$ cat config.mk
export PLATFORM = sky130hd
export DESIGN_NAME = audio_adc_control_registers
export DESIGN_NICKNAME = d
export VERILOG_FILES = /design/src/hdl/aacr_pkg.sv /design/src/hdl/aacr_i2c_target.sv /design/src/hdl/audio_adc_control_registers.sv
export SDC_FILE = /design/constraint.sdc
export NUM_CORES = 1
export LEC_CHECK = 0
export BUFFER_PORTS_ARGS = -buffer_cell sky130_fd_sc_hd__buf_4
export CORE_MARGIN = 2
export CORE_UTILIZATION = 30
export DETAILED_ROUTE_END_ITERATION = 8
export GPL_TIMING_DRIVEN = 0
export PLACE_DENSITY = 0.45
export SYNTH_ARGS = -nofsm -noshare
export SYNTH_HDL_FRONTEND = slang
export SYNTH_HIERARCHICAL = 1
export SYNTH_SLANG_ARGS = --single-unit
$ cat constraint.sdc
create_clock -name clk -period 3.5 [get_ports clk]
set_input_delay 0.175 -clock clk [delete_from_list [all_inputs] [get_ports clk]]
set_output_delay 0.175 -clock clk [all_outputs]
set_load 0.1 [all_outputs]
$ cat src/hdl/aacr_pkg.sv
/*
 holds offsets, reset values, field positions, encodings and timing figures of the
 audio ADC control register bank.
 assumes a single 20 MHz system clock.
*/
package aacr_pkg;
   // ---------------------------------------------------------------
   // register offsets (page 0) and values after reset
   // ---------------------------------------------------------------
   localparam logic [7:0] OFS_PAGE = 8'h00;
   localparam logic [7:0] OFS_SRST = 8'h01;
   localparam logic [7:0] OFS_SLEEP = 8'h02;
   localparam logic [7:0] OFS_SHDN = 8'h05;
   localparam logic [7:0] OFS_ASI = 8'h07;
   localparam logic [7:0] PAGE_ZERO = 8'h00;
   localparam logic [7:0] RST_PAGE = 8'h00;
   localparam logic [7:0] RST_SLEEP = 8'h00;
   localparam logic [7:0] RST_SHDN = 8'h05;
   localparam logic [7:0] RST_ASI = 8'h30;
   // writable bits; read-only reserved bits stay at zero
   localparam logic [7:0] SLEEP_WMASK = 8'hfd;
   localparam logic [7:0] SHDN_WMASK = 8'h3f;
   // ---------------------------------------------------------------
   // field positions
   // ---------------------------------------------------------------
   localparam int SRST_BIT = 0;
   localparam int SUPPLY_BIT = 7;
   localparam int REFQ_LSB = 3;
   localparam int BCAST_BIT = 2;
   localparam int SLEEP_BIT = 0;
   localparam int INCAP_LSB = 4;
   localparam int FMT_LSB = 6;
   localparam int WLEN_LSB = 4;
   localparam int FSINV_BIT = 3;
   localparam int BCINV_BIT = 2;
   localparam int EDGE_BIT = 1;
   localparam int FILL_BIT = 0;
   // ---------------------------------------------------------------
   // encodings
   // ---------------------------------------------------------------
   localparam logic [6:0] BCAST_ADDR = 7'h4c;
   localparam logic [1:0] FMT_TDM = 2'h0;
   localparam logic [1:0] FMT_I2S = 2'h1;
   localparam logic [1:0] FMT_LJ = 2'h2;
   localparam logic [5:0] WLEN_BITS [4] = '{6'h10, 6'h14, 6'h18, 6'h20};
   // ---------------------------------------------------------------
   // timing
   // ---------------------------------------------------------------
   localparam int CLK_MHZ = 20;
   localparam int TMR_W = 21;
   localparam int REF_US [4] = '{3500, 10000, 50000, 100000};
   localparam int INCAP_US [4] = '{2500, 12500, 25000, 50000};
   // ---------------------------------------------------------------
   // state types
   // ---------------------------------------------------------------
   typedef enum logic [3:0] {ST_IDLE, ST_ADDR, ST_AACK, ST_PTR, ST_PACK, ST_WR, ST_WACK, ST_RD, ST_RACK} aacr_i2c_e;
   typedef enum logic [1:0] {CH_IDLE, CH_REF, CH_INCAP} aacr_chg_e;
endpackage

$ cat src/hdl/aacr_i2c_target.sv
/*
 holds the I2C target of the control port: address match, register pointer, auto-increment
 writes and reads.
 assumes scl and sda come straight from pins; sda is open drain, driven low only.
*/
`timescale 1ns/1ps
module aacr_i2c_target #(
   parameter logic [6:0] OWN_ADDR = 7'h2a // arbitrary target address
) (
   input wire logic clk, // system clock
   input wire logic nrst, // synchronous reset, active low
   input wire logic scl_in, // i2c clock pin
   input wire logic sda_in, // i2c data pin level
   output logic sda_oe, // pull sda low
   input wire logic bcast_en, // also answer the broadcast address
   output logic [7:0] reg_addr, // register pointer
   output logic [7:0] wr_data, // written byte
   output logic wr_stb, // one-cycle write strobe
   input wire logic [7:0] rd_data // read data at reg_addr
);
   // ---------------------------------------------------------------
   // pin synchronisers and bus events
   // ---------------------------------------------------------------
   logic scl_s1, scl_s2, scl_d, sda_s1, sda_s2, sda_d;
   always_ff @(posedge clk) begin
      if (!nrst) begin
         {scl_s1, scl_s2, scl_d} <= 3'h7;
         {sda_s1, sda_s2, sda_d} <= 3'h7;
      end else begin
         {scl_s1, scl_s2, scl_d} <= {scl_in, scl_s1, scl_s2};
         {sda_s1, sda_s2, sda_d} <= {sda_in, sda_s1, sda_s2};
      end
   end
   wire rise = scl_s2 && !scl_d;
   wire fall = !scl_s2 && scl_d;
   wire start = scl_s2 && scl_d && sda_d && !sda_s2;
   wire stop = scl_s2 && scl_d && !sda_d && sda_s2;

   // ---------------------------------------------------------------
   // byte engine
   // ---------------------------------------------------------------
   aacr_pkg::aacr_i2c_e st_r, st_nxt;
   logic [3:0] cnt_r, cnt_nxt;
   logic [7:0] sh_r, sh_nxt, ptr_r, ptr_nxt;
   logic rw_r, rw_nxt, oe_r, oe_nxt, nack_r, nack_nxt, wr_r, wr_nxt;

   always_comb begin
      st_nxt = st_r;
      cnt_nxt = cnt_r;
      sh_nxt = sh_r;
      ptr_nxt = ptr_r;
      rw_nxt = rw_r;
      oe_nxt = oe_r;
      nack_nxt = nack_r;
      wr_nxt = 1'b0;
      if (start) begin
         st_nxt = aacr_pkg::ST_ADDR;
         cnt_nxt = 4'h0;
         oe_nxt = 1'b0;
      end else if (stop) begin
         st_nxt = aacr_pkg::ST_IDLE;
         oe_nxt = 1'b0;
      end else if (rise) begin
         case (st_r)
            aacr_pkg::ST_ADDR, aacr_pkg::ST_PTR, aacr_pkg::ST_WR: begin
               sh_nxt = {sh_r[6:0], sda_s2};
               cnt_nxt = cnt_r + 4'h1;
            end
            aacr_pkg::ST_RACK: nack_nxt = sda_s2;
            default: ;
         endcase
      end else if (fall) begin
         case (st_r)
            aacr_pkg::ST_ADDR: begin
               if (cnt_r == 4'h8) begin
                  if (sh_r[7:1] == OWN_ADDR || (bcast_en && sh_r[7:1] == aacr_pkg::BCAST_ADDR)) begin
                     st_nxt = aacr_pkg::ST_AACK;
                     rw_nxt = sh_r[0];
                     oe_nxt = 1'b1;
                  end else begin
                     st_nxt = aacr_pkg::ST_IDLE;
                  end
               end
            end
            aacr_pkg::ST_AACK: begin
               oe_nxt = 1'b0;
               cnt_nxt = 4'h0;
               if (rw_r) begin
                  sh_nxt = rd_data;
                  ptr_nxt = ptr_r + 8'h01;
                  st_nxt = aacr_pkg::ST_RD;
                  oe_nxt = !rd_data[7];
               end else begin
                  st_nxt = aacr_pkg::ST_PTR;
               end
            end
            aacr_pkg::ST_PTR: begin
               if (cnt_r == 4'h8) begin
                  ptr_nxt = sh_r;
                  st_nxt = aacr_pkg::ST_PACK;
                  oe_nxt = 1'b1;
               end
            end
            aacr_pkg::ST_PACK: begin
               oe_nxt = 1'b0;
               cnt_nxt = 4'h0;
               st_nxt = aacr_pkg::ST_WR;
            end
            aacr_pkg::ST_WR: begin
               if (cnt_r == 4'h8) begin
                  wr_nxt = 1'b1;
                  st_nxt = aacr_pkg::ST_WACK;
                  oe_nxt = 1'b1;
               end
            end
            aacr_pkg::ST_WACK: begin
               oe_nxt = 1'b0;
               cnt_nxt = 4'h0;
               ptr_nxt = ptr_r + 8'h01;
               st_nxt = aacr_pkg::ST_WR;
            end
            aacr_pkg::ST_RD: begin
               sh_nxt = {sh_r[6:0], 1'b0};
               cnt_nxt = cnt_r + 4'h1;
               if (cnt_r == 4'h7) begin
                  st_nxt = aacr_pkg::ST_RACK;
                  oe_nxt = 1'b0;
               end else begin
                  oe_nxt = !sh_r[6];
               end
            end
            aacr_pkg::ST_RACK: begin
               if (nack_r) begin
                  st_nxt = aacr_pkg::ST_IDLE;
               end else begin
                  sh_nxt = rd_data;
                  ptr_nxt = ptr_r + 8'h01;
                  cnt_nxt = 4'h0;
                  st_nxt = aacr_pkg::ST_RD;
                  oe_nxt = !rd_data[7];
               end
            end
            default: st_nxt = aacr_pkg::ST_IDLE;
         endcase
      end
   end

   always_ff @(posedge clk) begin
      if (!nrst) begin
         st_r <= aacr_pkg::ST_IDLE;
         cnt_r <= 4'h0;
         sh_r <= 8'h00;
         ptr_r <= 8'h00;
         rw_r <= 1'b0;
         oe_r <= 1'b0;
         nack_r <= 1'b0;
         wr_r <= 1'b0;
      end else begin
         st_r <= st_nxt;
         cnt_r <= cnt_nxt;
         sh_r <= sh_nxt;
         ptr_r <= ptr_nxt;
         rw_r <= rw_nxt;
         oe_r <= oe_nxt;
         nack_r <= nack_nxt;
         wr_r <= wr_nxt;
      end
   end

   assign sda_oe = oe_r;
   assign reg_addr = ptr_r;
   assign wr_data = sh_r;
   assign wr_stb = wr_r;
endmodule

$ cat src/hdl/audio_adc_control_registers.sv
/*
 holds the page 0 control registers of the audio ADC behind its I2C control port, with the
 soft reset and the quick-charge sequencing that follows a sleep exit.
 assumes a 20 MHz clock and a host that keeps to the reserved-field conventions.
*/
// Behaviour
// - page register at offset zero, resets to 0
// - writing 1 resets all registers, self clears
// - bit 7 selects analog core supply source
// - reference charge code picks 3.5-100 ms
// - broadcast enable adds fixed target address
// - sleep bit zero holds device asleep
// - input cap charge code picks 2.5-50 ms
// - reserved shutdown fields reset to 01b
// - format field picks TDM, I2S or LJ
// - word length 16/20/24/32, reset 32
// - bits 3 and 2 invert sync, clock
// - bit 1 moves launch half a cycle
// - bit 0 picks zero or hi-z fill
`timescale 1ns/1ps
module audio_adc_control_registers #(
   parameter logic [6:0] OWN_ADDR = 7'h2a, // arbitrary target address
   parameter int REF_CYC [4] = '{aacr_pkg::REF_US[0] * aacr_pkg::CLK_MHZ, aacr_pkg::REF_US[1] * aacr_pkg::CLK_MHZ,
      aacr_pkg::REF_US[2] * aacr_pkg::CLK_MHZ, aacr_pkg::REF_US[3] * aacr_pkg::CLK_MHZ},
   parameter int INCAP_CYC [4] = '{aacr_pkg::INCAP_US[0] * aacr_pkg::CLK_MHZ, aacr_pkg::INCAP_US[1] * aacr_pkg::CLK_MHZ,
      aacr_pkg::INCAP_US[2] * aacr_pkg::CLK_MHZ, aacr_pkg::INCAP_US[3] * aacr_pkg::CLK_MHZ}
) (
   input wire logic clk, // 20 MHz clock
   input wire logic nrst, // synchronous reset, active low
   input wire logic scl_in, // i2c clock pin
   input wire logic sda_in, // i2c data pin level
   output logic sda_out, // i2c data drive level, always low
   output logic sda_oe, // i2c data drive enable
   output logic [7:0] page_sel, // selected register page
   output logic analog_supply_source, // 1 on-chip regulator
   output logic broadcast_address_enable, // broadcast address active
   output logic sleep_exit_n, // 0 keeps device asleep
   output logic ref_charge_active, // reference quick charge running
   output logic input_cap_charge_active, // input cap quick charge running
   output logic [1:0] frame_format, // 0 tdm, 1 i2s, 2 lj
   output logic [1:0] audio_word_length, // word length code
   output logic [5:0] audio_word_bits, // word length in bits
   output logic frame_sync_invert, // invert frame sync
   output logic bit_clock_invert, // invert bit clock
   output logic tx_edge_invert, // launch data on opposite edge
   output logic tx_fill_hiz // unused cycles hi-z
);
   // ---------------------------------------------------------------
   // control port
   // ---------------------------------------------------------------
   logic [7:0] reg_addr, wr_data, rd_data;
   logic wr_stb;

   aacr_i2c_target #(.OWN_ADDR(OWN_ADDR)) aacr_i2c_target_inst (
      .clk(clk),
      .nrst(nrst),
      .scl_in(scl_in),
      .sda_in(sda_in),
      .sda_oe(sda_oe),
      .bcast_en(broadcast_address_enable),
      .reg_addr(reg_addr),
      .wr_data(wr_data),
      .wr_stb(wr_stb),
      .rd_data(rd_data)
   );
   assign sda_out = 1'b0;

   // ---------------------------------------------------------------
   // registers and charge sequencer
   // ---------------------------------------------------------------
   logic [7:0] page_r, page_nxt, sleep_r, sleep_nxt, shdn_r, shdn_nxt, asi_r, asi_nxt;
   logic srst_r, srst_nxt, sleep_d_r, sleep_d_nxt;
   aacr_pkg::aacr_chg_e ch_r, ch_nxt;
   logic [aacr_pkg::TMR_W-1:0] tmr_r, tmr_nxt;
   wire pg0 = (page_r == aacr_pkg::PAGE_ZERO);
   wire [1:0] ref_code = sleep_r[aacr_pkg::REFQ_LSB +: 2];
   wire [1:0] incap_code = shdn_r[aacr_pkg::INCAP_LSB +: 2];

   always_comb begin
      page_nxt = page_r;
      sleep_nxt = sleep_r;
      shdn_nxt = shdn_r;
      asi_nxt = asi_r;
      srst_nxt = 1'b0;
      sleep_d_nxt = sleep_r[aacr_pkg::SLEEP_BIT];
      ch_nxt = ch_r;
      tmr_nxt = tmr_r;
      if (srst_r) begin
         // two cycles after the write request page, sleep, shutdown and ASI registers are back at their defaults
         page_nxt = aacr_pkg::RST_PAGE;
         sleep_nxt = aacr_pkg::RST_SLEEP;
         shdn_nxt = aacr_pkg::RST_SHDN;
         asi_nxt = aacr_pkg::RST_ASI;
      end else if (wr_stb) begin
         if (reg_addr == aacr_pkg::OFS_PAGE) begin
            page_nxt = wr_data;
         end else if (pg0) begin
            case (reg_addr)
               aacr_pkg::OFS_SRST: srst_nxt = wr_data[aacr_pkg::SRST_BIT];
               aacr_pkg::OFS_SLEEP: sleep_nxt = wr_data & aacr_pkg::SLEEP_WMASK;
               aacr_pkg::OFS_SHDN: shdn_nxt = wr_data & aacr_pkg::SHDN_WMASK;
               aacr_pkg::OFS_ASI: asi_nxt = wr_data;
               default: ;
            endcase
         end
      end
      // charging starts on leaving sleep; going back to sleep aborts it
      case (ch_r)
         aacr_pkg::CH_IDLE: begin
            if (sleep_r[aacr_pkg::SLEEP_BIT] && !sleep_d_r) begin
               ch_nxt = aacr_pkg::CH_REF;
               tmr_nxt = aacr_pkg::TMR_W'(REF_CYC[ref_code]);
            end
         end
         aacr_pkg::CH_REF: begin
            if (!sleep_r[aacr_pkg::SLEEP_BIT]) begin
               ch_nxt = aacr_pkg::CH_IDLE;
            end else if (tmr_r <= aacr_pkg::TMR_W'(1)) begin
               ch_nxt = aacr_pkg::CH_INCAP;
               tmr_nxt = aacr_pkg::TMR_W'(INCAP_CYC[incap_code]);
            end else begin
               tmr_nxt = tmr_r - aacr_pkg::TMR_W'(1);
            end
         end
         aacr_pkg::CH_INCAP: begin
            if (!sleep_r[aacr_pkg::SLEEP_BIT] || tmr_r <= aacr_pkg::TMR_W'(1)) begin
               ch_nxt = aacr_pkg::CH_IDLE;
            end else begin
               tmr_nxt = tmr_r - aacr_pkg::TMR_W'(1);
            end
         end
         default: ch_nxt = aacr_pkg::CH_IDLE;
      endcase
   end

   always_ff @(posedge clk) begin
      if (!nrst) begin
         page_r <= aacr_pkg::RST_PAGE;
         sleep_r <= aacr_pkg::RST_SLEEP;
         shdn_r <= aacr_pkg::RST_SHDN;
         asi_r <= aacr_pkg::RST_ASI;
         srst_r <= 1'b0;
         sleep_d_r <= 1'b0;
         ch_r <= aacr_pkg::CH_IDLE;
         tmr_r <= '0;
      end else begin
         page_r <= page_nxt;
         sleep_r <= sleep_nxt;
         shdn_r <= shdn_nxt;
         asi_r <= asi_nxt;
         srst_r <= srst_nxt;
         sleep_d_r <= sleep_d_nxt;
         ch_r <= ch_nxt;
         tmr_r <= tmr_nxt;
      end
   end

   // ---------------------------------------------------------------
   // read mux and outputs
   // ---------------------------------------------------------------
   always_comb begin
      rd_data = 8'h00;
      if (reg_addr == aacr_pkg::OFS_PAGE) begin
         rd_data = page_r;
      end else if (pg0) begin
         case (reg_addr)
            aacr_pkg::OFS_SRST: rd_data = {7'h00, srst_r};
            aacr_pkg::OFS_SLEEP: rd_data = sleep_r;
            aacr_pkg::OFS_SHDN: rd_data = shdn_r;
            aacr_pkg::OFS_ASI: rd_data = asi_r;
            default: rd_data = 8'h00;
         endcase
      end
   end

   assign page_sel = page_r;
   assign analog_supply_source = sleep_r[aacr_pkg::SUPPLY_BIT];
   assign broadcast_address_enable = sleep_r[aacr_pkg::BCAST_BIT];
   assign sleep_exit_n = sleep_r[aacr_pkg::SLEEP_BIT];
   assign ref_charge_active = (ch_r == aacr_pkg::CH_REF);
   assign input_cap_charge_active = (ch_r == aacr_pkg::CH_INCAP);
   assign frame_format = asi_r[aacr_pkg::FMT_LSB +: 2];
   assign audio_word_length = asi_r[aacr_pkg::WLEN_LSB +: 2];
   assign audio_word_bits = aacr_pkg::WLEN_BITS[audio_word_length];
   assign frame_sync_invert = asi_r[aacr_pkg::FSINV_BIT];
   assign bit_clock_invert = asi_r[aacr_pkg::BCINV_BIT];
   assign tx_edge_invert = asi_r[aacr_pkg::EDGE_BIT];
   assign tx_fill_hiz = asi_r[aacr_pkg::FILL_BIT];

   wire wr_ok = wr_stb && pg0 && !srst_r;
endmodule
==> results of run 1 <==
==> report_power, final <==
group / switching, mW / total [mW] / internal (mW)
Clock: 0.459 / 0.955 / 0.496
Combinational: 0.934 / 1.44 / 0.506
Sequential: 0.0555 / 1.10 / 1.04
==> cell families (layout without fill, tap and decap cells) <==
logic type / after synthesis / count (layout) / synth area share (%)
compound gates: 196 / 196 / 25.5
mux: 13 / 13 / 2.47
buf+inv: 62 / 108 / 5.73
flops: 88 / 88 / 33.1
xor+xnor: 5 / 5 / 0.822
fa+ha+maj: 17 / 17 / 3.99
other cells: 1 / 3 / 0.0704
simple gates: 274 / 274 / 28.3
==> what timing repair did <==
item | CTS | global route
gates resized for setup | 0 | 1
hold buffers | 1 | 0
setup endpoints to repair | 0 | 1
hold endpoints to repair | 1 | 0
buffers inserted | 0 | 0
==> critical path: stages (launching register included) <==
cell	delay, ns
dfxtp_1	0.36
or4_1	0.59
nor2_1	0.14
and3_1	0.16
clkbuf_1	0.25
buf_2	0.29
a22oi_1	0.14
o21ai_1	0.38
nand2b_1	0.18
a22oi_1	0.07
o21ai_0	0.20
o2111ai_1	0.13
o2111a_1	0.18
==> cell usage in the layout (no fill, tap or decap), types with 9 or more instances in the layout <==
master     Yosys  layout
ha_1          17      17
o21ai_1        8       9
nand3_1       45      45
a31oi_1       13      13
nand2_1       78      78
nand2b_1      17      17
nor2_1        36      36
a32o_1        13      13
inv_1         17      17
o21ai_0       31      30
buf_2         12      12
a21oi_1       48      48
clkbuf_1      19      19
buf_4          7      36
dfxtp_1       88      88
mux2i_1       12      12
nor3_1        10      10
clkbuf_16      0       9
o31ai_1       10      10
==> routing by layer <==
metal	part of all wire (%)	vias to the layer above	wire, um
met2	46	158	7920
li1	-	2545	-
met4	2.1	0	355
met5	0	-	0
met1	47	2582	8040
met3	4.9	32	836
==> area by class of cell <==
class	instances	area, um^2	area share (%)
multi-input cells	508	3270	53.3
well taps	225	282	4.60
clock inverters	7	57.6	0.940
clock buffers	9	225	3.68
repair buffers	30	228	3.72
inverters	18	67.6	1.10
plain buffers	44	238	3.88
flip-flops and latches	88	1760	28.8
==> final timing paths <==
path	cells past startpoint	slack (ns)	from	end
worst max-delay path	12	0.32	aacr_i2c_target_inst/reg_addr[4]	aacr_i2c_target_inst/sda_oe
worst min-delay path	2	0.01	scl_in	aacr_i2c_target_inst/scl_s1
worst max register to register	12	0.32	aacr_i2c_target_inst/reg_addr[4]	aacr_i2c_target_inst/sda_oe
worst min register to register	1	0.41	aacr_i2c_target_inst/sda_s1	aacr_i2c_target_inst/sda_s2
==> sequential cells by signal (all words and copies together), names as in the netlist, 2 cells and up <==
| register | cells |
|---|---|
| ch_r | 2 |
| page_sel | 8 |
| tmr_r | 21 |
| asi_r | 8 |
| shdn_r | 6 |
| sleep_r | 7 |
| aacr_i2c_target_inst/cnt_r | 4 |
| aacr_i2c_target_inst/reg_addr | 8 |
| aacr_i2c_target_inst/st_r | 4 |
| aacr_i2c_target_inst/wr_data | 8 |
==> qor.log, run 1 <==
INFO  run_status     outcome=finished, final reports clean
INFO  yosys          ys_warn_count=6
INFO  grt            grt_antenna_before_repair=0
INFO  drt            detailroute.via_count=5,317
INFO  die            placeableCoreArea=17,300um^2
INFO  grt            grt_start_max_net_pins=18
INFO  grt            groute.layer.met1.usage=24.9%
INFO  timing         final-setup-viol-count=0
INFO  clocking       clock_sink_count=88
INFO  clocking       cts.root.buffer_cell=clkbuf_16
INFO  clocking       clkLatencyLatePin=0.35ns
INFO  drt            route.detailed.wl_per_inst=18.5um
INFO  clocking       cts-buffers-inserted=9
INFO  grt            top_usage_layer=met2
INFO  critical_path  worstPathRequired=3.75ns
INFO  yosys          synth-edff-count=0
INFO  yosys          ys_seq_area_share=33.1%
INFO  final_layout   filler_cell_count=1,849
INFO  clocking       ctsHtreeMaxLevel=3
INFO  final_layout   final_nets=720
INFO  timing         report.final.hold_viol_count=0
INFO  die            dieWidth=137um
INFO  placed_design  place_worst_setup_slack=0.186ns
INFO  die            core.rowCount=48
INFO  job            number_of_max_cap_violations=0
INFO  yosys          synthCells=656
INFO  pwr            power-per-cell-area=571nW/um^2
INFO  grt            wire_length_of_the_first_global_routing_pass=27,500um
INFO  timing         clock-skew-final=0.00681ns
INFO  critical_path  critPathArrivalTime=3.43ns
INFO  grt            groute.layer.met3.usage=4.12%
INFO  critical_path  critical_path.max_fanout=10
INFO  yosys          synth_cell_types=87
INFO  drt            drt_iter0_drc=538
INFO  pwr            static-leakage-power=2.32nW
INFO  grt            grt_util_met2=30.2%
INFO  pwr            irDropWorstVdd=0.000312V
INFO  timing         max_freq=0.315GHz
INFO  timing         final.min_clock_period=3.18ns
INFO  yosys          yosysTopAreaCellShare=33.1%
INFO  clocking       clock_tree.buffer_depth=2
INFO  drt            detail_route.first_pass.iterations=5
INFO  timing         relSlewSlack=46.7%
INFO  yosys          yosysTopAreaCell=dfxtp_1
INFO  final_layout   layout-drive-gt1-share=13.5%
INFO  yosys          synthesized_flop_and_latch_total=88
INFO  final_layout   post-route-cell-area=6120um^2
INFO  hold_path      worstHoldPathType=in2reg
INFO  timing         hold_slack=0.0148ns
INFO  timing         worst_margin_slew=0.797ns
INFO  drt            number_of_vias_per_cell_after_detailed_routing=5.72
INFO  pwr            totalPowerFinal=3.49mW
INFO  final_layout   diodes=0
INFO  yosys          share_of_synthesized_registers_carrying_an_async_set_or_reset=0%
INFO  placed_design  dp.final_hpwl=12,400um
INFO  final_layout   area.growth.synth_to_final=15.0%
INFO  yosys          yosys.cell_count.top_type=dfxtp_1
INFO  grt            grt_pass1_vias=5,059
INFO  timing         final_cycle_utilization_of_the_critical_path=90.8%
INFO  die            top_level_ports=33
INFO  final_layout   finish.utilization=35.4%
INFO  final_layout   final_cell_count_without_fillers=929
INFO  die            die_area=18,800um^2
INFO  yosys          netlist_top_cells_area=dfxtp_1 (33%), nand2_1 (5.5%), a21oi_1 (4.5%), nand3_1 (4.2%), ha_1 (4.0%)
INFO  timing         timing.final.ws_setup=0.322ns
INFO  placed_design  placed_cells=912
INFO  yosys          syn_area=5330um^2
INFO  critical_path  crit_path_end_kind=register
INFO  yosys          ys_top_cells_by_count=dfxtp_1 (88), nand2_1 (78), a21oi_1 (48)
INFO  drt            finalWirelength=17,200um
INFO  timing         pins_over_their_slew_limit=0
INFO  yosys          most_used_flip_flop_cell_after_synthesis=dfxtp_1
INFO  die            floorplan.initialDensity=30.8%
INFO  timing         fin_setup_tns=0ns
INFO  placed_design  gpl.final_weighted_congestion=0.886
INFO  timing         rsz0062_at_grt=false
INFO  clocking       worst_setup_hold_path_clk_slew=0.07ns
INFO  placed_design  dpl_cell_area=5830um^2
INFO  grt            track_usage=18.8%
INFO  yosys          synth_area_per_cell=8.12um^2
INFO  die            die_y=137um
INFO  critical_path  path_class=reg2reg
INFO  grt            grt.overflow.total=0
INFO  clocking       tritoncts_clock_tree=done
INFO  drt            detail_route.drc_violations=0
INFO  critical_path  critical_path.startpoint_type=register
INFO  drt            drt.antenna.violating_nets=0
INFO  placed_design  numPortBuffers=29
Note: power is estimated with default switching activity, not from simulation.
==> inputs of run 2 (changes only) <==
Settings changed: CTS_BUF_LIST set to sky130_fd_sc_hd__clkbuf_4 sky130_fd_sc_hd__clkbuf_8 sky130_fd_sc_hd__clkbuf_16, MAX_ROUTING_LAYER set to met4.
==> run 2 against run 1 <==
Sequential power barely moved. Final cell count did not move. Global-route usage rose by 0.60 points. Clock skew barely moved. Non-clock buffer count did not move. Setup slack improved by 0.015 ns. Core utilization did not move. Total power fell by 0.11%. First-iteration DRC count fell by 4.1%. Worst hold slack got worse by 0.0011 ns. Clock power barely moved. Routed wire length barely moved. Largest cell class unchanged. Largest power group unchanged. Highest routed layer unchanged.
==> qor.log, run 2 (synthesis gave the netlist of run 1 again) <==
INFO  clocking       clock_sink_count=88 [unchanged]
INFO  clocking       cts_setup_buffers=0 [unchanged]
INFO  final_layout   final_common_cell=dfxtp_1
INFO  critical_path  critPathArrivalTime=3.41ns [-0.02 ns]
INFO  die            dieWidth=137um [unchanged]
INFO  grt            grt_antenna_before_repair=0 [unchanged]
INFO  placed_design  dp.final_hpwl=12,400um [unchanged]
INFO  timing         final.min_clock_period=3.16ns [-0.0154 ns]
INFO  grt            grt_pass1_vias=5,052 [-0.14%]
INFO  die            die_y=137um [unchanged]
INFO  run_status     outcome=finished, final reports clean
INFO  timing         relSlewSlack=47.9% [+1.2 points]
INFO  timing         rsz0062_at_grt=false
INFO  drt            finalWirelength=17,200um [about the same]
INFO  pwr            irDropWorstVdd=0.000313V [+0.21%]
INFO  placed_design  gpl.final_weighted_congestion=0.901 [+1.7%]
INFO  grt            grt_start_max_net_pins=18 [unchanged]
INFO  critical_path  critical_path.max_stage_delay=0.59ns [about the same]
INFO  drt            detail_route.first_pass.iterations=5 [unchanged]
INFO  final_layout   diodes=0 [unchanged]
INFO  critical_path  worstPathBufferInverterCount=2 [unchanged]
INFO  grt            wire_length_of_the_first_global_routing_pass=27,500um [+0.13%]
INFO  hold_path      hold_depth=2 [unchanged]
INFO  drt            number_of_vias_per_cell_after_detailed_routing=5.77 [+0.75%]
INFO  grt            track_usage=19.4% [+0.60 points]
INFO  clocking       ctsHtreeMaxLevel=3 [unchanged]
INFO  clocking       tritoncts_clock_tree=done
INFO  die            floorplan.initialDensity=30.8% [unchanged]
INFO  timing         final_cycle_utilization_of_the_critical_path=90.4% [-0.44 points]
INFO  final_layout   flip_flop_count_of_the_largest_register_all_copies_and_words_added=21 [unchanged]
INFO  timing         worst_margin_slew=0.780ns [-0.0173 ns]
INFO  drt            routed-wl-met3=876um [+4.8%]
INFO  critical_path  critical_path_cell_by_cell=or4_1, nor2_1, and3_1, clkbuf_1, buf_2, a22oi_1, o21ai_1, nand2b_1, a22oi_1, o21ai_0, o2111ai_1, o2111a_1
INFO  placed_design  numPortBuffers=29 [unchanged]
INFO  drt            detail_route.wirelength.met1=7990um [-0.68%]
INFO  critical_path  critPathSlowestCell=or4_1
INFO  clocking       worst_setup_hold_path_clk_slew=0.07ns [about the same]
INFO  die            placeableCoreArea=17,300um^2 [unchanged]
INFO  timing         pins_over_their_slew_limit=0 [unchanged]
INFO  drt            detailroute.via_count=5,357 [+0.75%]
INFO  critical_path  rr_worst_depth=12 [unchanged]
INFO  final_layout   layout.cells.most_common_list=dfxtp_1 (88), nand2_1 (78), a21oi_1 (48), nand3_1 (45)
INFO  critical_path  critical_path.max_fanout=10 [unchanged]
INFO  critical_path  worstPathRequired=3.75ns [about the same]
INFO  critical_path  critical-path-top-cell-by-count=a22oi_1
INFO  drt            route.detailed.wl_per_inst=18.5um [about the same]
INFO  timing         clock-skew-final=0.00719ns [+0.000378 ns]
INFO  critical_path  worst_path_dominant_cell_family=compound AO/OA/AOI/OAI gates
INFO  timing         timing.final.ws_setup=0.338ns [+0.0154 ns]
INFO  drt            met2WireLength=7950um [+0.39%]
INFO  final_layout   top_register=tmr_r
INFO  grt            grt.overflow.total=0 [unchanged]
INFO  pwr            static-leakage-power=2.32nW [unchanged]
INFO  final_layout   area.growth.synth_to_final=15.0% [unchanged]
INFO  job            number_of_max_cap_violations=0 [unchanged]
INFO  drt            drt.antenna.violating_nets=0 [unchanged]
INFO  clocking       clkLatencyLatePin=0.35ns [about the same]
INFO  die            core.rowCount=48 [unchanged]
INFO  pwr            power-per-cell-area=570nW/um^2 [-0.11%]
INFO  timing         report.final.hold_viol_count=0 [unchanged]
INFO  hold_path      worstHoldPathType=in2reg
INFO  drt            drt_iter0_drc=516 [-4.1%]
INFO  drt            top_routing_layer_in_use=met4
INFO  critical_path  critical_path.startpoint_type=register
INFO  critical_path  crit_path_end_kind=register
INFO  placed_design  place_worst_setup_slack=0.186ns [unchanged]
INFO  die            die_area=18,800um^2 [unchanged]
INFO  die            top_level_ports=33 [unchanged]
INFO  final_layout   final_nets=720 [unchanged]
INFO  timing         final-setup-viol-count=0 [unchanged]
INFO  timing         fin_setup_tns=0ns [unchanged]
INFO  final_layout   layout-drive-gt1-share=13.5% [unchanged]
INFO  clocking       cts-buffers-inserted=9 [unchanged]
INFO  critical_path  path_class=reg2reg
INFO  timing         max_freq=0.316GHz [+0.49%]
INFO  critical_path  cp_num_cells=12 [unchanged]
INFO  drt            detail_route.drc_violations=0 [unchanged]
INFO  clocking       cts.root.buffer_cell=clkbuf_16
INFO  clocking       clock_tree.buffer_depth=2 [unchanged]
-- run 2: cell counts in the layout (fill, tap and decap cells not counted) --
No cell type changed its count.
-- run 2: repair_timing --
item	CTS	global route
setup endpoints to repair	0	1
gates resized for setup	0	1
hold endpoints to repair	1	0
hold buffers	1	0
-- run 2: power breakdown --
part | switching [mW] | total (mW) | internal [mW]
registers | 0.0557 | 1.10 | 1.04
logic | 0.931 | 1.44 | 0.506
clock network | 0.459 | 0.955 | 0.496
-- run 2: final timing paths --
path	to	from	slack [ns]
worst max register to register	aacr_i2c_target_inst/sda_oe	aacr_i2c_target_inst/reg_addr[4]	0.34
worst max-delay path	aacr_i2c_target_inst/sda_oe	aacr_i2c_target_inst/reg_addr[4]	0.34
worst min register to register	aacr_i2c_target_inst/sda_s2	aacr_i2c_target_inst/sda_s1	0.41
worst min-delay path	aacr_i2c_target_inst/scl_s1	scl_in	0.01
-- run 2: metrics by stage --
stage	power [mW]	hold slack [ns]	instance area [um^2]	cells	util, %
after global placement	2.52	0.372	5830	912	33.7
after CTS	3.50	0.000970	6120	929	35.4
final	3.49	0.0137	6120	929	35.4
after detailed placement	2.53	0.375	5830	912	33.7
after floorplan	2.19	0.276	5330	658	-
after global routing	3.71	0.00508	6120	929	35.4
-- run 2: cell type report --
type,count,area (um^2)
fill,1849,11200
sequential,88,1760
inverter,18,67.6
timing repair buffer,30,228
clock inverter,7,57.6
tap,225,282
buffer,44,238
multi-input combinational,508,3270
clock buffer,9,225
-- run 2: routing by layer --
metal	track usage, %	vias up
li1	-	2543
met1	25.0	2600
met2	30.3	185
met3	3.97	29
met4	6.41	0
met5	-	-
==> inputs of run 3 (changes only) <==
Settings changed: CELL_PAD_IN_SITES_DETAIL_PLACEMENT set to 1, CELL_PAD_IN_SITES_GLOBAL_PLACEMENT set to 2, PLACE_DENSITY 0.45 to 0.67.
==> run 3 against run 2 <==
Maximum frequency grew 3.0%. Combinational power about the same. Register-to-register slack better by 0.09 ns. Core utilization increased by 0.080 points. Clock power increased by 2%. Critical path type unchanged. Largest cell class unchanged.
==> qor.log, run 3 (synthesis gave the netlist of run 1 again) <==
INFO  run_status     outcome=finished, final reports clean
INFO  drt            drt_iter0_drc=293 [-43%]
INFO  critical_path  critical_path.reg2reg.endpoint=aacr_i2c_target_inst/sda_oe
INFO  critical_path  worstPathRequired=3.74ns [about the same]
INFO  clocking       worst_setup_hold_path_clk_slew=0.07ns [about the same]
INFO  clocking       cts.root.buffer_cell=clkbuf_16
INFO  clocking       clock_sink_count=88 [unchanged]
INFO  die            floorplan.initialDensity=30.8% [unchanged]
INFO  die            placeableCoreArea=17,300um^2 [unchanged]
INFO  drt            detailroute.via_count=5,242 [-2.1%]
INFO  hold_path      worstHoldPathType=in2reg
INFO  clocking       ctsHtreeMaxLevel=3 [unchanged]
INFO  die            die_area=18,800um^2 [unchanged]
INFO  timing         rsz0062_at_grt=false
INFO  timing         clock-skew-final=0.00463ns [-0.00255 ns]
INFO  final_layout   final_cell_count_without_fillers=929 [unchanged]
INFO  critical_path  critPathArrivalTime=3.32ns [-0.09 ns]
INFO  drt            detail_route.first_pass.iterations=6 [+1]
INFO  placed_design  dp.final_hpwl=13,900um [+11%]
INFO  timing         fin_setup_tns=0ns [unchanged]
INFO  timing         timing.final.ws_setup=0.430ns [+0.0922 ns]
INFO  final_layout   diodes=0 [unchanged]
INFO  die            dieWidth=137um [unchanged]
INFO  pwr            power-per-cell-area=574nW/um^2 [+0.80%]
INFO  final_layout   filler_cell_count=2,084 [+13%]
INFO  timing         max_freq=0.326GHz [+3.0%]
INFO  placed_design  place_worst_setup_slack=0.135ns [-0.0513 ns]
INFO  timing         final_cycle_utilization_of_the_critical_path=87.7% [-2.6 points]
INFO  placed_design  dpl_cell_area=5830um^2 [unchanged]
INFO  final_layout   top_register=tmr_r
INFO  final_layout   post-route-cell-area=6140um^2 [+0.22%]
INFO  critical_path  rr_worst_depth=12 [unchanged]
INFO  placed_design  gpl.final_weighted_congestion=0.898 [-0.30%]
INFO  final_layout   final_common_cell=dfxtp_1
INFO  final_layout   final_nets=720 [unchanged]
INFO  grt            wire_length_of_the_first_global_routing_pass=29,600um [+7.5%]
INFO  timing         hold_slack=0.0134ns [-0.000231 ns]
INFO  grt            track_usage=21.0% [+1.6 points]
INFO  die            top_level_ports=33 [unchanged]
INFO  final_layout   layout.cells.most_common_list=dfxtp_1 (88), nand2_1 (78), a21oi_1 (48), nand3_1 (45)
INFO  grt            grt.overflow.total=0 [unchanged]
INFO  clocking       clkLatencyLatePin=0.35ns [about the same]
INFO  final_layout   flip_flop_count_of_the_largest_register_all_copies_and_words_added=21 [unchanged]
INFO  timing         final-setup-viol-count=0 [unchanged]
INFO  drt            finalWirelength=18,700um [+9.0%]
INFO  hold_path      hold_depth=2 [unchanged]
INFO  timing         pins_over_their_slew_limit=0 [unchanged]
INFO  timing         report.final.hold_viol_count=0 [unchanged]
INFO  pwr            static-leakage-power=2.33nW [+0.27%]
INFO  timing         final.min_clock_period=3.07ns [-0.0922 ns]
INFO  grt            grt_antenna_before_repair=0 [unchanged]
INFO  clocking       tritoncts_clock_tree=done
INFO  placed_design  placed_cells=912 [unchanged]
INFO  job            number_of_max_cap_violations=0 [unchanged]
INFO  drt            drt.antenna.violating_nets=0 [unchanged]
INFO  critical_path  path_class=reg2reg
INFO  clocking       clock_tree.buffer_depth=2 [unchanged]
INFO  drt            route.detailed.wl_per_inst=20.1um [+9.0%]
INFO  drt            number_of_vias_per_cell_after_detailed_routing=5.64 [-2.1%]
INFO  hold_path      hold_path_startpoint=sda_in
INFO  final_layout   area.growth.synth_to_final=15.3%
INFO  critical_path  rr_startpoint=aacr_i2c_target_inst/reg_addr[4]
INFO  grt            grt_start_max_net_pins=16 [-2]
INFO  final_layout   area.sequential=1760um^2 [unchanged]
INFO  die            die_y=137um [unchanged]
INFO  grt            grt_pass1_vias=5,224 [+3.4%]
INFO  die            core.rowCount=48 [unchanged]
INFO  timing         worst_margin_slew=0.812ns [+0.0324 ns]
INFO  drt            detail_route.drc_violations=0 [unchanged]
INFO  critical_path  crit_path_end_kind=register
INFO  placed_design  numPortBuffers=29 [unchanged]
INFO  final_layout   multi_input_comb_area=3270um^2 [+0.12%]
INFO  final_layout   layout-drive-gt1-share=13.6% [+0.14 points]
INFO  clocking       cts_setup_buffers=0 [unchanged]
INFO  critical_path  regToRegSetupSlack=0.43ns [+0.09 ns]
INFO  clocking       cts-buffers-inserted=9 [unchanged]
INFO  hold_path      min_to=aacr_i2c_target_inst/sda_s1
INFO  critical_path  critical_path.startpoint_type=register
INFO  pwr            irDropWorstVdd=0.000357V [+14%]
INFO  critical_path  critical_path.max_fanout=10 [unchanged]
INFO  timing         relSlewSlack=45.3% [-2.6 points]
## run 3: changes by cell type in the layout (fill, tap and decap cells not counted), sizes merged
cell,delta
clkbuf,+2
clkinv,+3
inv,-5
## run 3: area by class of cell
type                    instances  area share (%)
clock buffers                  11            4.12
well taps                     225            4.59
multi-input cells             508            53.3
clock inverters                 5           0.652
inverters                      18            1.10
repair buffers                 30            3.71
plain buffers                  44            3.87
flip-flops and latches         88            28.7
## run 3: stage by stage
step / power [mW] / utilization [%]
after floorplan: 2.19 / -
after global placement: 2.55 / 33.7
after detailed placement: 2.56 / 33.7
after CTS: 3.55 / 35.5
after global routing: 3.74 / 35.5
final: 3.53 / 35.5
## run 3: worst max path at each step
stage                                     start                     endpoint  slack (ns)  depth (start not counted)
2_1_floorplan                           ch_r[0]                     tmr_r[0]        0.73                          8
3_3_place_gp   aacr_i2c_target_inst/reg_addr[4]  aacr_i2c_target_inst/sda_oe        0.16                         12
3_5_place_dp   aacr_i2c_target_inst/reg_addr[4]  aacr_i2c_target_inst/sda_oe        0.13                         12
4_1_cts        aacr_i2c_target_inst/reg_addr[4]  aacr_i2c_target_inst/sda_oe        0.12                         12
5_1_grt        aacr_i2c_target_inst/reg_addr[4]  aacr_i2c_target_inst/sda_oe        0.12                         12
6_report       aacr_i2c_target_inst/reg_addr[4]  aacr_i2c_target_inst/sda_oe        0.43                         12
## run 3: timing repair
item / in CTS / in global routing
hold endpoints to repair: 1 / 0
setup endpoints to repair: 0 / 1
resized for setup: 0 / 2
hold buffers: 1 / 0
## run 3: metal layers
metal	part of all wire (%)	GRT usage (%)	vias up	wire [um]
met5	0	-	-	0
met4	1.9	6.01	0	358
met3	2.7	2.80	27	505
met2	47	33.3	98	8760
met1	49	27.9	2588	9080
li1	-	-	2529	-
## run 3: report_power, final
group,switching (mW),internal (mW),leakage [nW]
combinational,0.947,0.507,1.47
sequential,0.0560,1.04,0.711
clock,0.447,0.526,0.146
total,1.45,2.08,2.33
## run 3: worst max-delay path: stages, from the launching register on
cell and delay [ns]:
dfxtp_1 0.35, or4_1 0.59, nor2_1 0.15, and3_1 0.18, clkbuf_1 0.27, buf_2 0.29
a22oi_1 0.15, o21ai_2 0.28, nand2b_1 0.15, a22oi_1 0.07, o21ai_0 0.18, o2111ai_1 0.13
o2111a_1 0.18
